[config.mk]
export PLATFORM = sky130hd
export DESIGN_NAME = tsw_top
export DESIGN_NICKNAME = d
export VERILOG_FILES = /design/src/pkg/tsw_pkg.sv /design/src/rtl/tsw_top.sv
export SDC_FILE = /design/constraint.sdc
export NUM_CORES = 2
export LEC_CHECK = 0
export ABC_AREA = 1
export BUFFER_PORTS_ARGS = -buffer_cell sky130_fd_sc_hd__buf_2
export CAP_MARGIN = 10
export CORE_MARGIN = 2
export CORE_UTILIZATION = 65
export DETAILED_ROUTE_END_ITERATION = 16
export MAX_ROUTING_LAYER = met4
export PLACE_DENSITY = 0.85
export SLEW_MARGIN = 20
export SYNTH_ARGS = -nofsm -noshare
export SYNTH_HDL_FRONTEND = slang
export SYNTH_SLANG_ARGS = --single-unit
[constraint.sdc]
create_clock -name clk_sys -period 45.3 [get_ports clk_sys]
set_input_delay 6.795 -clock clk_sys [delete_from_list [all_inputs] [get_ports clk_sys]]
set_output_delay 6.795 -clock clk_sys [all_outputs]
set_load 0.05 [all_outputs]
[src/pkg/tsw_pkg.sv]
/*
 * tsw_pkg: register map, field layout, reset values, timing and display
 * glyph constants for the threshold switching output.
 * Assumes a single 20 MHz system clock.
 */
package tsw_pkg;
    // register byte offsets
    localparam logic [7:0] OFS_CTRL = 8'h00;
    localparam logic [7:0] OFS_THR_LO = 8'h04;
    localparam logic [7:0] OFS_THR_HI = 8'h08;
    localparam logic [7:0] OFS_DELAY = 8'h0c;
    localparam logic [7:0] OFS_SIM_VAL = 8'h10;
    localparam logic [7:0] OFS_KFIT = 8'h14;
    localparam logic [7:0] OFS_KSENS = 8'h18;
    localparam logic [7:0] OFS_K_EFF = 8'h1c;
    localparam logic [7:0] OFS_STATUS = 8'h20;
    localparam logic [7:0] OFS_PV = 8'h24;
    localparam logic [7:0] OFS_KEY_VAL = 8'h28;

    // control field positions
    localparam int CTRL_WINDOW_BIT = 0;
    localparam int CTRL_INVERT_BIT = 1;
    localparam int CTRL_DLY_EN_BIT = 2;
    localparam int CTRL_SIM_EN_BIT = 3;
    localparam int CTRL_STAGE_LSB = 4;
    localparam int CTRL_KCLR_BIT = 8;

    // reset values
    localparam logic [15:0] RST_THR_LO = 16'h0000;
    localparam logic [15:0] RST_THR_HI = 16'hffff;
    localparam logic [15:0] RST_K = 16'h0100;
    localparam logic [3:0] RST_STAGE = 4'h0;
    localparam logic [3:0] STAGE_MAX = 4'h9;

    // delay tick: 1 ms at 20 MHz
    localparam int CLK_HZ = 20_000_000;
    localparam int TICK_NS = 1_000_000;
    localparam int TICK_CYC = (CLK_HZ / 1000) * (TICK_NS / 1_000_000) / 1000 * 1000;

    // fixed point: factors are 8.8
    localparam int K_FRAC = 8;
    localparam int NUM_CHARS = 8;
    localparam int NUM_SEGS = 15;

    typedef enum logic [1:0] {
        LVL_DISP = 2'b00,
        LVL_PROG = 2'b01,
        LVL_ADJ = 2'b10
    } tsw_level_t;

    typedef struct packed {
        logic window;
        logic invert;
        logic dly_en;
        logic sim_en;
        logic [3:0] stage;
    } tsw_cfg_t;

    typedef struct packed {
        logic up;
        logic next;
        logic ok;
    } tsw_keys_t;

    // 15-segment glyphs for hex digits 0..f
    localparam logic [14:0] GLYPH [16] = '{
        15'h003f, 15'h0006, 15'h00db, 15'h008f, 15'h00e6, 15'h00ed, 15'h00fd, 15'h0007,
        15'h00ff, 15'h00ef, 15'h00f7, 15'h128f, 15'h0039, 15'h120f, 15'h00f9, 15'h0071
    };
endpackage

[src/rtl/tsw_top.sv]
/*
 * tsw_top: threshold switching output with delay, input filter, scaling,
 * simulation substitute, keypad levels and 8-character display driver.
 * Assumes all inputs synchronous to clk_sys and a register master that
 * never issues read and write strobes together.
 */
// The register offsets and the address-and-strobe port were decided locally.
// How it works
// - hysteresis normal: rising value switches on only at high threshold
// - hysteresis normal: falling value switches off at low threshold
// - hysteresis inverted: rising value switches off at high threshold
// - hysteresis inverted: falling value switches on at low threshold
// - window normal rising: on at low, off at high
// - window normal falling: on at high, off at low
// - window inverted rising: off at low, on at high
// - window inverted falling: off at high, on at low
// - with delay, output holds until delay expires and condition persists
// - value back in range before expiry: output unchanged
// - window/hysteresis, normal/inverted, delay on/off: eight modes
// - filter stage 0 none up to 9 strongest
// - conversion factor is fitting factor times sensor factor
// - successful teach-in replaces factor and shows it on display
// - simulation mode evaluates thresholds against entered value
// - display drives eight characters of fifteen segments
// - three keys: adjust digit value, next digit, confirm
// - three levels: display, program, adjust and test with sensor frequency
`timescale 1ns/100ps
module tsw_top
    import tsw_pkg::*;
#(
    parameter int DLY_TICK_CYC = TICK_CYC
)
(
    // clock and reset
    input wire logic clk_sys,
    input wire logic rst_n,
    // register port
    input wire logic [7:0] reg_addr,
    input wire logic [31:0] reg_wdata,
    input wire logic reg_wr,
    input wire logic reg_rd,
    output logic [31:0] reg_rdata,
    // measurement
    input wire logic [15:0] meas_raw,
    input wire logic meas_vld,
    input wire logic [15:0] sens_freq,
    // teach-in result
    input wire logic cal_ok,
    input wire logic [15:0] cal_k,
    // keypad
    input wire tsw_keys_t keys,
    // outputs
    output logic sw_out,
    output logic [1:0] level,
    output logic [NUM_CHARS*NUM_SEGS-1:0] disp_seg
);

    tsw_cfg_t cfg_r;
    logic [15:0] thr_lo_r;
    logic [15:0] thr_hi_r;
    logic [15:0] delay_r;
    logic [15:0] sim_val_r;
    logic [15:0] kfit_r;
    logic [15:0] ksens_r;
    logic [15:0] kcal_r;
    logic kcal_vld_r;
    logic show_k_r;
    logic [31:0] k_prod;
    logic [15:0] k_eff;
    logic [31:0] scaled;
    logic [15:0] pv_meas;
    logic [23:0] filt_r;
    logic [24:0] filt_diff;
    logic [3:0] stage_eff;
    logic [15:0] pv_filt;
    logic [15:0] pv;
    logic want_on;
    logic sw_r;
    logic [15:0] dly_cnt_r;
    logic [31:0] tick_cnt_r;
    logic tick;
    tsw_level_t lvl_r;
    tsw_keys_t keys_prev_r;
    tsw_keys_t key_hit;
    logic [15:0] edit_r;
    logic [1:0] digit_r;
    logic [15:0] key_val_r;
    logic [31:0] disp_val;
    logic [NUM_CHARS*NUM_SEGS-1:0] seg_nxt;
    logic [NUM_CHARS*NUM_SEGS-1:0] seg_r;
    logic [31:0] rdata_r;
    logic wr_hit;

    // register writes
    assign wr_hit = reg_wr;

    always_ff @(posedge clk_sys or negedge rst_n)
    begin
        if (!rst_n)
        begin
            cfg_r <= '0;
            thr_lo_r <= RST_THR_LO;
            thr_hi_r <= RST_THR_HI;
            delay_r <= 16'h0000;
            sim_val_r <= 16'h0000;
            kfit_r <= RST_K;
            ksens_r <= RST_K;
        end
        else if (wr_hit)
        begin
            unique case (reg_addr)
                OFS_CTRL:
                begin
                    cfg_r.window <= reg_wdata[CTRL_WINDOW_BIT];
                    cfg_r.invert <= reg_wdata[CTRL_INVERT_BIT];
                    cfg_r.dly_en <= reg_wdata[CTRL_DLY_EN_BIT];
                    cfg_r.sim_en <= reg_wdata[CTRL_SIM_EN_BIT];
                    cfg_r.stage <= reg_wdata[CTRL_STAGE_LSB +: 4];
                end
                OFS_THR_LO: thr_lo_r <= reg_wdata[15:0];
                OFS_THR_HI: thr_hi_r <= reg_wdata[15:0];
                OFS_DELAY: delay_r <= reg_wdata[15:0];
                OFS_SIM_VAL: sim_val_r <= reg_wdata[15:0];
                OFS_KFIT: kfit_r <= reg_wdata[15:0];
                OFS_KSENS: ksens_r <= reg_wdata[15:0];
                default: ;
            endcase
        end
    end

    // teach-in factor; a new result wins over a software clear
    always_ff @(posedge clk_sys or negedge rst_n)
    begin
        if (!rst_n)
        begin
            kcal_r <= RST_K;
            kcal_vld_r <= 1'b0;
        end
        else if (cal_ok)
        begin
            kcal_r <= cal_k;
            kcal_vld_r <= 1'b1;
        end
        else if (wr_hit && reg_addr == OFS_CTRL && reg_wdata[CTRL_KCLR_BIT])
        begin
            kcal_vld_r <= 1'b0;
        end
    end

    // scaling
    assign k_prod = kfit_r * ksens_r;
    assign k_eff = kcal_vld_r ? kcal_r : k_prod[K_FRAC +: 16];
    assign scaled = meas_raw * k_eff;
    assign pv_meas = (|scaled[31:24]) ? 16'hffff : scaled[K_FRAC +: 16];

    // first-order smoothing, coefficient 2^-stage
    assign stage_eff = (cfg_r.stage > STAGE_MAX) ? STAGE_MAX : cfg_r.stage;
    assign filt_diff = $signed({1'b0, pv_meas, 8'h00}) - $signed({1'b0, filt_r});

    always_ff @(posedge clk_sys or negedge rst_n)
    begin
        if (!rst_n)
        begin
            filt_r <= 24'h000000;
        end
        else if (meas_vld)
        begin
            filt_r <= filt_r + 24'($signed(filt_diff) >>> stage_eff);
        end
    end

    assign pv_filt = filt_r[23:8];
    assign pv = cfg_r.sim_en ? sim_val_r : pv_filt;

    // target output state for the selected mode
    always_comb
    begin
        want_on = sw_r;
        if (cfg_r.window)
        begin
            // inside the window is on, outside off; polarity swaps it
            want_on = ((pv >= thr_lo_r) && (pv < thr_hi_r)) ^ cfg_r.invert;
        end
        else if (pv >= thr_hi_r)
        begin
            want_on = !cfg_r.invert;
        end
        else if (pv <= thr_lo_r)
        begin
            want_on = cfg_r.invert;
        end
    end

    // delay tick prescaler
    always_ff @(posedge clk_sys or negedge rst_n)
    begin
        if (!rst_n)
        begin
            tick_cnt_r <= 32'h00000000;
        end
        else if (tick)
        begin
            tick_cnt_r <= 32'h00000000;
        end
        else
        begin
            tick_cnt_r <= tick_cnt_r + 32'h00000001;
        end
    end

    assign tick = (tick_cnt_r >= 32'(DLY_TICK_CYC - 1));

    // switching output with optional delay
    always_ff @(posedge clk_sys or negedge rst_n)
    begin
        if (!rst_n)
        begin
            sw_r <= 1'b0;
            dly_cnt_r <= 16'h0000;
        end
        else if (want_on == sw_r)
        begin
            dly_cnt_r <= 16'h0000;
        end
        else if (!cfg_r.dly_en || dly_cnt_r >= delay_r)
        begin
            sw_r <= want_on;
            dly_cnt_r <= 16'h0000;
        end
        else if (tick)
        begin
            dly_cnt_r <= dly_cnt_r + 16'h0001;
        end
    end

    // keypad edges
    assign key_hit = keys & ~keys_prev_r;

    always_ff @(posedge clk_sys or negedge rst_n)
    begin
        if (!rst_n)
        begin
            keys_prev_r <= '0;
        end
        else
        begin
            keys_prev_r <= keys;
        end
    end

    // operating levels and value entry
    always_ff @(posedge clk_sys or negedge rst_n)
    begin
        if (!rst_n)
        begin
            lvl_r <= LVL_DISP;
            edit_r <= 16'h0000;
            digit_r <= 2'h0;
            key_val_r <= 16'h0000;
        end
        else
        begin
            unique case (lvl_r)
                LVL_DISP:
                begin
                    if (key_hit.ok)
                    begin
                        lvl_r <= LVL_PROG;
                    end
                end
                LVL_PROG:
                begin
                    if (key_hit.ok)
                    begin
                        key_val_r <= edit_r;
                        lvl_r <= LVL_ADJ;
                    end
                    else if (key_hit.next)
                    begin
                        digit_r <= digit_r + 2'h1;
                    end
                    else if (key_hit.up)
                    begin
                        edit_r[digit_r*4 +: 4] <= edit_r[digit_r*4 +: 4] + 4'h1;
                    end
                end
                LVL_ADJ:
                begin
                    if (key_hit.ok)
                    begin
                        lvl_r <= LVL_DISP;
                    end
                end
                default: lvl_r <= LVL_DISP;
            endcase
        end
    end

    // display holds the new factor until a key is pressed
    always_ff @(posedge clk_sys or negedge rst_n)
    begin
        if (!rst_n)
        begin
            show_k_r <= 1'b0;
        end
        else if (cal_ok)
        begin
            show_k_r <= 1'b1;
        end
        else if (|key_hit)
        begin
            show_k_r <= 1'b0;
        end
    end

    // display content per level
    always_comb
    begin
        disp_val = {16'h0000, pv};
        if (show_k_r)
        begin
            disp_val = {16'h0000, k_eff};
        end
        else if (lvl_r == LVL_PROG)
        begin
            disp_val = {14'h0000, digit_r, edit_r};
        end
        else if (lvl_r == LVL_ADJ)
        begin
            disp_val = {16'h0000, sens_freq};
        end
    end

    always_comb
    begin
        seg_nxt = '0;
        for (int i = 0; i < NUM_CHARS; i++)
        begin
            seg_nxt[i*NUM_SEGS +: NUM_SEGS] = GLYPH[disp_val[i*4 +: 4]];
        end
    end

    always_ff @(posedge clk_sys or negedge rst_n)
    begin
        if (!rst_n)
        begin
            seg_r <= '0;
        end
        else
        begin
            seg_r <= seg_nxt;
        end
    end

    // register reads, data one cycle after the strobe
    always_ff @(posedge clk_sys or negedge rst_n)
    begin
        if (!rst_n)
        begin
            rdata_r <= 32'h00000000;
        end
        else if (reg_rd)
        begin
            unique case (reg_addr)
                OFS_CTRL: rdata_r <= {24'h000000, cfg_r.stage, cfg_r.sim_en, cfg_r.dly_en,
                                      cfg_r.invert, cfg_r.window};
                OFS_THR_LO: rdata_r <= {16'h0000, thr_lo_r};
                OFS_THR_HI: rdata_r <= {16'h0000, thr_hi_r};
                OFS_DELAY: rdata_r <= {16'h0000, delay_r};
                OFS_SIM_VAL: rdata_r <= {16'h0000, sim_val_r};
                OFS_KFIT: rdata_r <= {16'h0000, kfit_r};
                OFS_KSENS: rdata_r <= {16'h0000, ksens_r};
                OFS_K_EFF: rdata_r <= {16'h0000, k_eff};
                OFS_STATUS: rdata_r <= {16'h0000, dly_cnt_r[11:0], kcal_vld_r,
                                        lvl_r, sw_r};
                OFS_PV: rdata_r <= {16'h0000, pv};
                OFS_KEY_VAL: rdata_r <= {16'h0000, key_val_r};
                default: rdata_r <= 32'h00000000;
            endcase
        end
        else
        begin
            rdata_r <= 32'h00000000;
        end
    end

    assign reg_rdata = rdata_r;
    assign sw_out = sw_r;
    assign level = lvl_r;
    assign disp_seg = seg_r;

endmodule

---- Yosys cells after proc, flatten, opt, wreduce, memory -nomap -nowiden ----
Memories as Yosys holds them, arrays and structs flattened. A register that Yosys moved wholly into a read port is not among the register bits.
Cells that the tools add are included.
cells by class
  add/subtract/negate cells ............... 7
  multiply operators ...................... 2
  magnitude comparators ................... 7
  equal/unequal tests ..................... 16
  shifts and indexed selects .............. 4
  muxes and demuxes ....................... 25
  bitwise logic cells ..................... 14
  reductions and logical operators ........ 33
operator list
  cell                                                                                   count
  16-bit one-hot mux with 11 select lines                                                1
  16-bit two-way mux                                                                     7
  32-bit two-way mux                                                                     2
  16-bit greater-or-equal comparator                                                     3
  18-bit two-way mux                                                                     2
  4-bit negator with 34-bit output                                                       1
  4-bit by 34-bit variable shift with 16-bit output, first input constant                1
  4-bit by 34-bit indexed part select with 16-bit output                                 1
  32-bit by 1-bit adder with 32-bit output, second input constant                        1
  8-bit by 5-bit == test with 1-bit output, second input constant                        4
  32-bit by 15-bit greater-or-equal comparator with 1-bit output, second input constant  1
  16-bit by 16-bit multiplier with 32-bit output                                         1
  4-bit inverter with 5-bit output                                                       5
  25-bit by 4-bit >>> shifter with 24-bit output                                         1
  24-bit by 24-bit subtractor with 25-bit output                                         1
  24-bit adder                                                                           1
  8-bit by 6-bit == test with 1-bit output, second input constant                        3
  16-bit by 16-bit multiplier with 24-bit output                                         1
  2-bit AND reduction                                                                    9
  16-bit by 1-bit adder with 16-bit output, second input constant                        1
  16-bit bitwise mux                                                                     1
  8-bit by 4-bit == test with 1-bit output, second input constant                        2
  16-bit less-or-equal comparator                                                        1
  16-bit less-than comparator                                                            1
  other kinds (29)                                                                       56
word-level totals
  register bits ........................... 266
  memory bits (read-only) ................. 1,920
  bits of input ports ..................... 97
  output and inout bits ................... 155
  logic and storage cells ................. 142
  memories ................................ 8
memory list
  memory            depth  width  read ports  clocked after Yosys merged registers in  wr ports  line            text
  (name not given)  16     15     1           1                                        0         tsw_top.sv:339  seg_nxt[i*NUM_SEGS +: NUM_SEGS] = GLYPH[disp_val[i*4 +: 4]];
  (name not given)  16     15     1           1                                        0         tsw_top.sv:339
  (name not given)  16     15     1           1                                        0         tsw_top.sv:339
  (name not given)  16     15     1           1                                        0         tsw_top.sv:339
  (name not given)  16     15     1           1                                        0         tsw_top.sv:339
  (name not given)  16     15     1           1                                        0         tsw_top.sv:339
  +2 memories       n/a    n/a    n/a         n/a                                      n/a       n/a

---- Logic depth before layout (Yosys ltp) ----
  depth after elaboration ................. 8
  gate-level depth with buffers ........... 92
  mapped depth without buffers ............ 89

---- Worst setup path before layout ----
OpenSTA, ideal clock, no wires.
  path kind ............................... input to register
  start point ............................. input meas_raw[4]
  end point ............................... register filt_r[20]
  setup time .............................. 0.132 ns
  arrival time ............................ 15.973 ns
  data required time ...................... 45.168 ns
  slack ................................... 29.195 ns
  stages on the path ...................... 49
  path buffers ............................ 2
  path through ............................ buf_1 > inv_1 > nor2_1 > fa_1 > fa_1 > fa_1 > fa_1 > fa_1 > inv_1 > fa_1 > inv_1 > ha_1 > a21oi_1 > o21a_1 > a21boi_0 > nor4_1 > a211oi_1 > nand2_1 > [13 not listed] > xor2_1 > o21ai_0 > o21ai_0 > inv_1 > nand2_1 > o221ai_1 > inv_1 > ha_1 > a21oi_1 > o21ai_0 > o21bai_1 > a31oi_1 > o21ai_0 > a21oi_1 > o21ai_0 > or2_2 > nand3_1 > o21ai_0
on the way
  cells in the longest elaborated chain, start to end .. 6
ends and longest elaborated chain
  item                                              line            text
  start: declaration                                tsw_top.sv:44   input wire logic [15:0] meas_raw,
  16-bit by 16-bit multiplier with 32-bit output *  tsw_top.sv:153  assign scaled = meas_raw * k_eff;
  8-bit OR reduction                                tsw_top.sv:154  assign pv_meas = (|scaled[31:24]) ? 16'hffff : scaled[K_FRAC +: 16];
  16-bit two-way mux *                              tsw_top.sv:154
  24-bit by 24-bit subtractor with 25-bit output *  tsw_top.sv:158  assign filt_diff = $signed({1'b0, pv_meas, 8'h00}) - $signed({1'b0, filt_r});
  25-bit by 4-bit >>> shifter with 24-bit output *  tsw_top.sv:168  filt_r <= filt_r + 24'($signed(filt_diff) >>> stage_eff);
  24-bit adder *                                    tsw_top.sv:168
  end signal: assignment                            tsw_top.sv:168
  end: declaration                                  tsw_top.sv:72   logic [23:0] filt_r;
Mark *: on every way between the ends. The rest lies on a longest branch, timed or not.
A chain may end at the register's enable or synchronous reset.

---- Worst setup path after layout ----
  start point ............................. register kfit_r[6]
  end point ............................... register filt_r[20]
on the way
  cells in the longest elaborated chain, start to end .. 8
ends and longest elaborated chain
  item                                              line            text
  start: declaration                                tsw_top.sv:63   logic [15:0] kfit_r;
  start signal: assignment                          tsw_top.sv:124  OFS_KFIT: kfit_r <= reg_wdata[15:0];
  16-bit by 16-bit multiplier with 24-bit output *  tsw_top.sv:151  assign k_prod = kfit_r * ksens_r;
  16-bit two-way mux *                              tsw_top.sv:152  assign k_eff = kcal_vld_r ? kcal_r : k_prod[K_FRAC +: 16];
  16-bit by 16-bit multiplier with 32-bit output *  tsw_top.sv:153
  8-bit OR reduction                                tsw_top.sv:154
  16-bit two-way mux *                              tsw_top.sv:154
  24-bit by 24-bit subtractor with 25-bit output *  tsw_top.sv:158
  25-bit by 4-bit >>> shifter with 24-bit output *  tsw_top.sv:168
  24-bit adder *                                    tsw_top.sv:168
Marked as above.

==> results.yml <==
sta:
  finalSetupViolations: 0
  finClkSkew_ns: 0.02467
  fin_tns_setup_ns: 0
  worst_pin_slew_ns: 1.177
  timing.hold.ws_ns: 0.4695
  slew_headroom: 0.2068
  finalHoldViolCount: 0
  fmax_mhz: 56.55
  fin_crit_sh: 0.3904
  drv_slew: 0
  period_needed_ns: 17.68
  rsz0062_at_grt: "false"
floorplan:
  core.rowCount: 84
  die_h_um: 234.7
  fp.dieW_um: 234.7
  start_util: 0.6582
  ios: 252
  core_mm2: 0.05255
  die_area_mm2: 0.05507
routing:
  wire_per_inst_um: 19.20
  viasPerCell: 5.847
  antenna_left: 0
  drtIter0Drc: 3327
  drc: 0
  vias: 30780
  totalWireLength_um: 101100
  dr.pass1.iters: 8
pwr:
  switching_share: 0.5635
  power_leakage_nw: 19.00
  combPwrFrac: 0.760
  p_seq_frac: 0.132
  power_frac_clock: 0.108
  p_switching_mw: 1.512
  power.internal_mw: 1.171
  max-vdd-ir-drop_v: 0.0001064
  power_density_mw_per_mm2: 73.32
clocking:
  clkSinkCount: 293
  cts_setup_buffers: 0
  cts_root_buf: "clkbuf_16"
  ctsHoldBuffers: 0
  cts_buffers: 35
  clk_latency_ns: 0.57
  cts-resized-gates: 0
  clkTransAtPathRegs_ns: 0.07
  cts_tree: "built"
  htreeDepth: 2
  clk_path_buf_depth: 3
synth:
  yosys.area_share.xor_xnor: 0.02152
  yosys.area.top_type_share: 0.2089
  synth_top_family_by_area: "adder cells"
  yosysWarnings: 0
  synth.avg_cell_area_um2: 7.717
  synth.area.top_cells: "fa_1, dfrtp_1, nand2_1"
  ys_async_sr_fraction: 1.000
  synthAdderAreaFrac: 0.3153
  yosys.area_share.simple: 0.1974
  syn_inst: 4482
  synthFlopType: "dfrtp_1"
  yosysUniqueCellTypes: 62
  synth-edff-count: 0
  ys_seq_area_frac: 0.2127
  yosysTopAreaCell: "fa_1"
  synth_seq_cells: 293
  syn-cell-area_mm2: 0.03459
  synth_compound_area_frac: 0.1165
  synth_mux_area_frac: 0.0002894
global_route:
  grt_pass1_wl_um: 163600
  overflow: 0
  grtUsageTotal: 0.3854
  antenna_found_initial: 3
  grt_pass1_vias: 30710
  grt_max_degree: 81
layout:
  fillCellCount: 4255
  drive_above_1_share: 0.07898
  design_area_mm2: 0.03659
  syn2layout_area_growth_pct: 5.795
  fin_nets: 5296
hold_path:
  hold_class: "flip-flop to flip-flop"
  whs_path_depth: 1
setup_path:
  critPathMaxStageDelay_ns: 1.03
  crit_path_top_delay_cell: "dfrtp_1"
  cp-end-kind: "flip-flop"
  crit_type: "flip-flop to flip-flop"
  crit_top_cell: "nand2_1"
  cp.required_ns: 45.73
  reg2reg_setup_slack_ns: 27.62
  start_kind: "flip-flop"
  worstPathArrival_ns: 18.12
  worstRegToRegCells: 75
  worstPathMaxFanout: 18
placed_design:
  gp_congestion: 1.031
  portBuffers: 165
  placed_area_mm2: 0.03541
  dp_hpwl_um: 79630
outcome:
  status: "completed"
job:
  cap_violations: 0
[final cells by class]
class                   instances  area, um^2  area share
diodes                          5       12.51   0.0003419
clock buffers                  41       938.4     0.02565
clock inverters                23       230.2    0.006292
inverters                     901        3382     0.09243
multi-input cells            3131       22850      0.6244
flip-flops and latches        293        7356      0.2010
well taps                     688       860.8     0.02353
repair buffers                182       963.4     0.02633
[critical path: cells and delay by family (launching register included)]
| kind | cells | cell delay [ns] |
|---|---|---|
| buffers and inverters | 12 | 1.54 |
| xor gates and xnor gates | 1 | 0.16 |
| AOI/OAI and AO/OA | 20 | 3.88 |
| and+or+nand+nor | 26 | 3.45 |
| DFF | 1 | 1.03 |
| adders and majority gates | 16 | 7.47 |
[power by group through the flow]
stage,clock network [mW],registers (mW),logic [mW]
2_1_floorplan,0,0.398,1.47
5_1_grt,0.302,0.358,2.27
3_5_place_dp,0,0.356,1.98
6_report,0.290,0.353,2.04
4_1_cts,0.290,0.352,2.00
3_3_place_gp,0,0.355,1.95
[per-stage QoR]
stage / total power, mW / instances / util / setup WS (ns)
detailed placement: 2.333 / 5195 / 0.6738 / 27.43
global route: 2.932 / 5261 / 0.6962 / 26.56
floorplan: 1.865 / 4568 / - / 29.20
global placement: 2.306 / 5195 / 0.6738 / 27.54
finish: 2.683 / 5264 / 0.6963 / 27.62
CTS: 2.639 / 5259 / 0.6961 / 27.95
[worst paths after layout]
| check | startpoint | to |
|---|---|---|
| max | kfit_r[6] | filt_r[20] |
| min | tick_cnt_r[0] | tick_cnt_r[0] |
| max reg2reg | kfit_r[6] | filt_r[20] |
| min reg2reg | tick_cnt_r[0] | tick_cnt_r[0] |
| max in group asynchronous | rst_n | ksens_r[3] |
| min in group asynchronous | rst_n | filt_r[2] |
[state kept, by name (all words and copies together), names as in the netlist]
name,flops
kcal_r,16
disp_seg,43
keys_prev_r,3
delay_r,16
thr_lo_r,16
show_k_r,1
tick_cnt_r,32
cfg_r,8
level,2
thr_hi_r,16
digit_r,2
reg_rdata,16
ksens_r,16
key_val_r,16
kfit_r,16
filt_r,24
sim_val_r,16
edit_r,16
kcal_vld_r,1
dly_cnt_r,16
sw_out,1
[synthesized netlist by cell type, types with 19 or more instances]
cell,count
a21oi_1,161
a31oi_1,23
buf_4,96
clkbuf_1,122
dfrtp_1,274
dfstp_2,19
fa_1,361
ha_1,294
inv_1,877
nand2_1,1037
nand2_2,19
nand3_1,104
nand3_2,21
nand4_1,43
nor2_1,268
nor3_1,52
o21ai_0,304
o221ai_1,19
o22ai_1,51
xnor2_1,44
xor2_1,41
[cells by family after synthesis]
logic type / Yosys count
flip-flops: 293
XOR/XNOR: 85
adder cells (fa/ha/maj): 655
AO/OA/AOI/OAI: 694
buffers and inverters: 1144
multiplexers: 1
other: 2
AND/OR/NAND/NOR: 1608
[metal layers]
| layer | vias to the layer above | share of wire | global-route usage |
|---|---|---|---|
| li1 | 13980 | - | - |
| met1 | 14510 | 0.39 | 0.5117 |
| met2 | 1899 | 0.43 | 0.5613 |
| met3 | 394 | 0.12 | 0.09199 |
| met4 | 0 | 0.053 | 0.1782 |
| met5 | - | 0 | - |
[cell usage in the layout (no fill, tap or decap), drive strengths merged, types with 14 or more instances in the layout]
master,netlist,routed
nor4,16,16
buf,121,182
ha,294,294
dfrtp,274,274
dfstp,19,19
o22ai,51,51
nand2,1063,1063
o211ai,17,17
o221ai,19,19
a31oi,23,23
nand3,128,128
nor2,273,273
xnor2,44,44
nor3,53,53
or2,19,19
xor2,41,41
o2111ai,14,14
conb,2,88
o21ai,331,331
fa,361,361
a21oi,162,162
clkinv,14,23
nand4,45,45
clkbuf,122,41
inv,887,894
a211oi,14,14
Note: power is estimated with default switching activity, not from simulation.
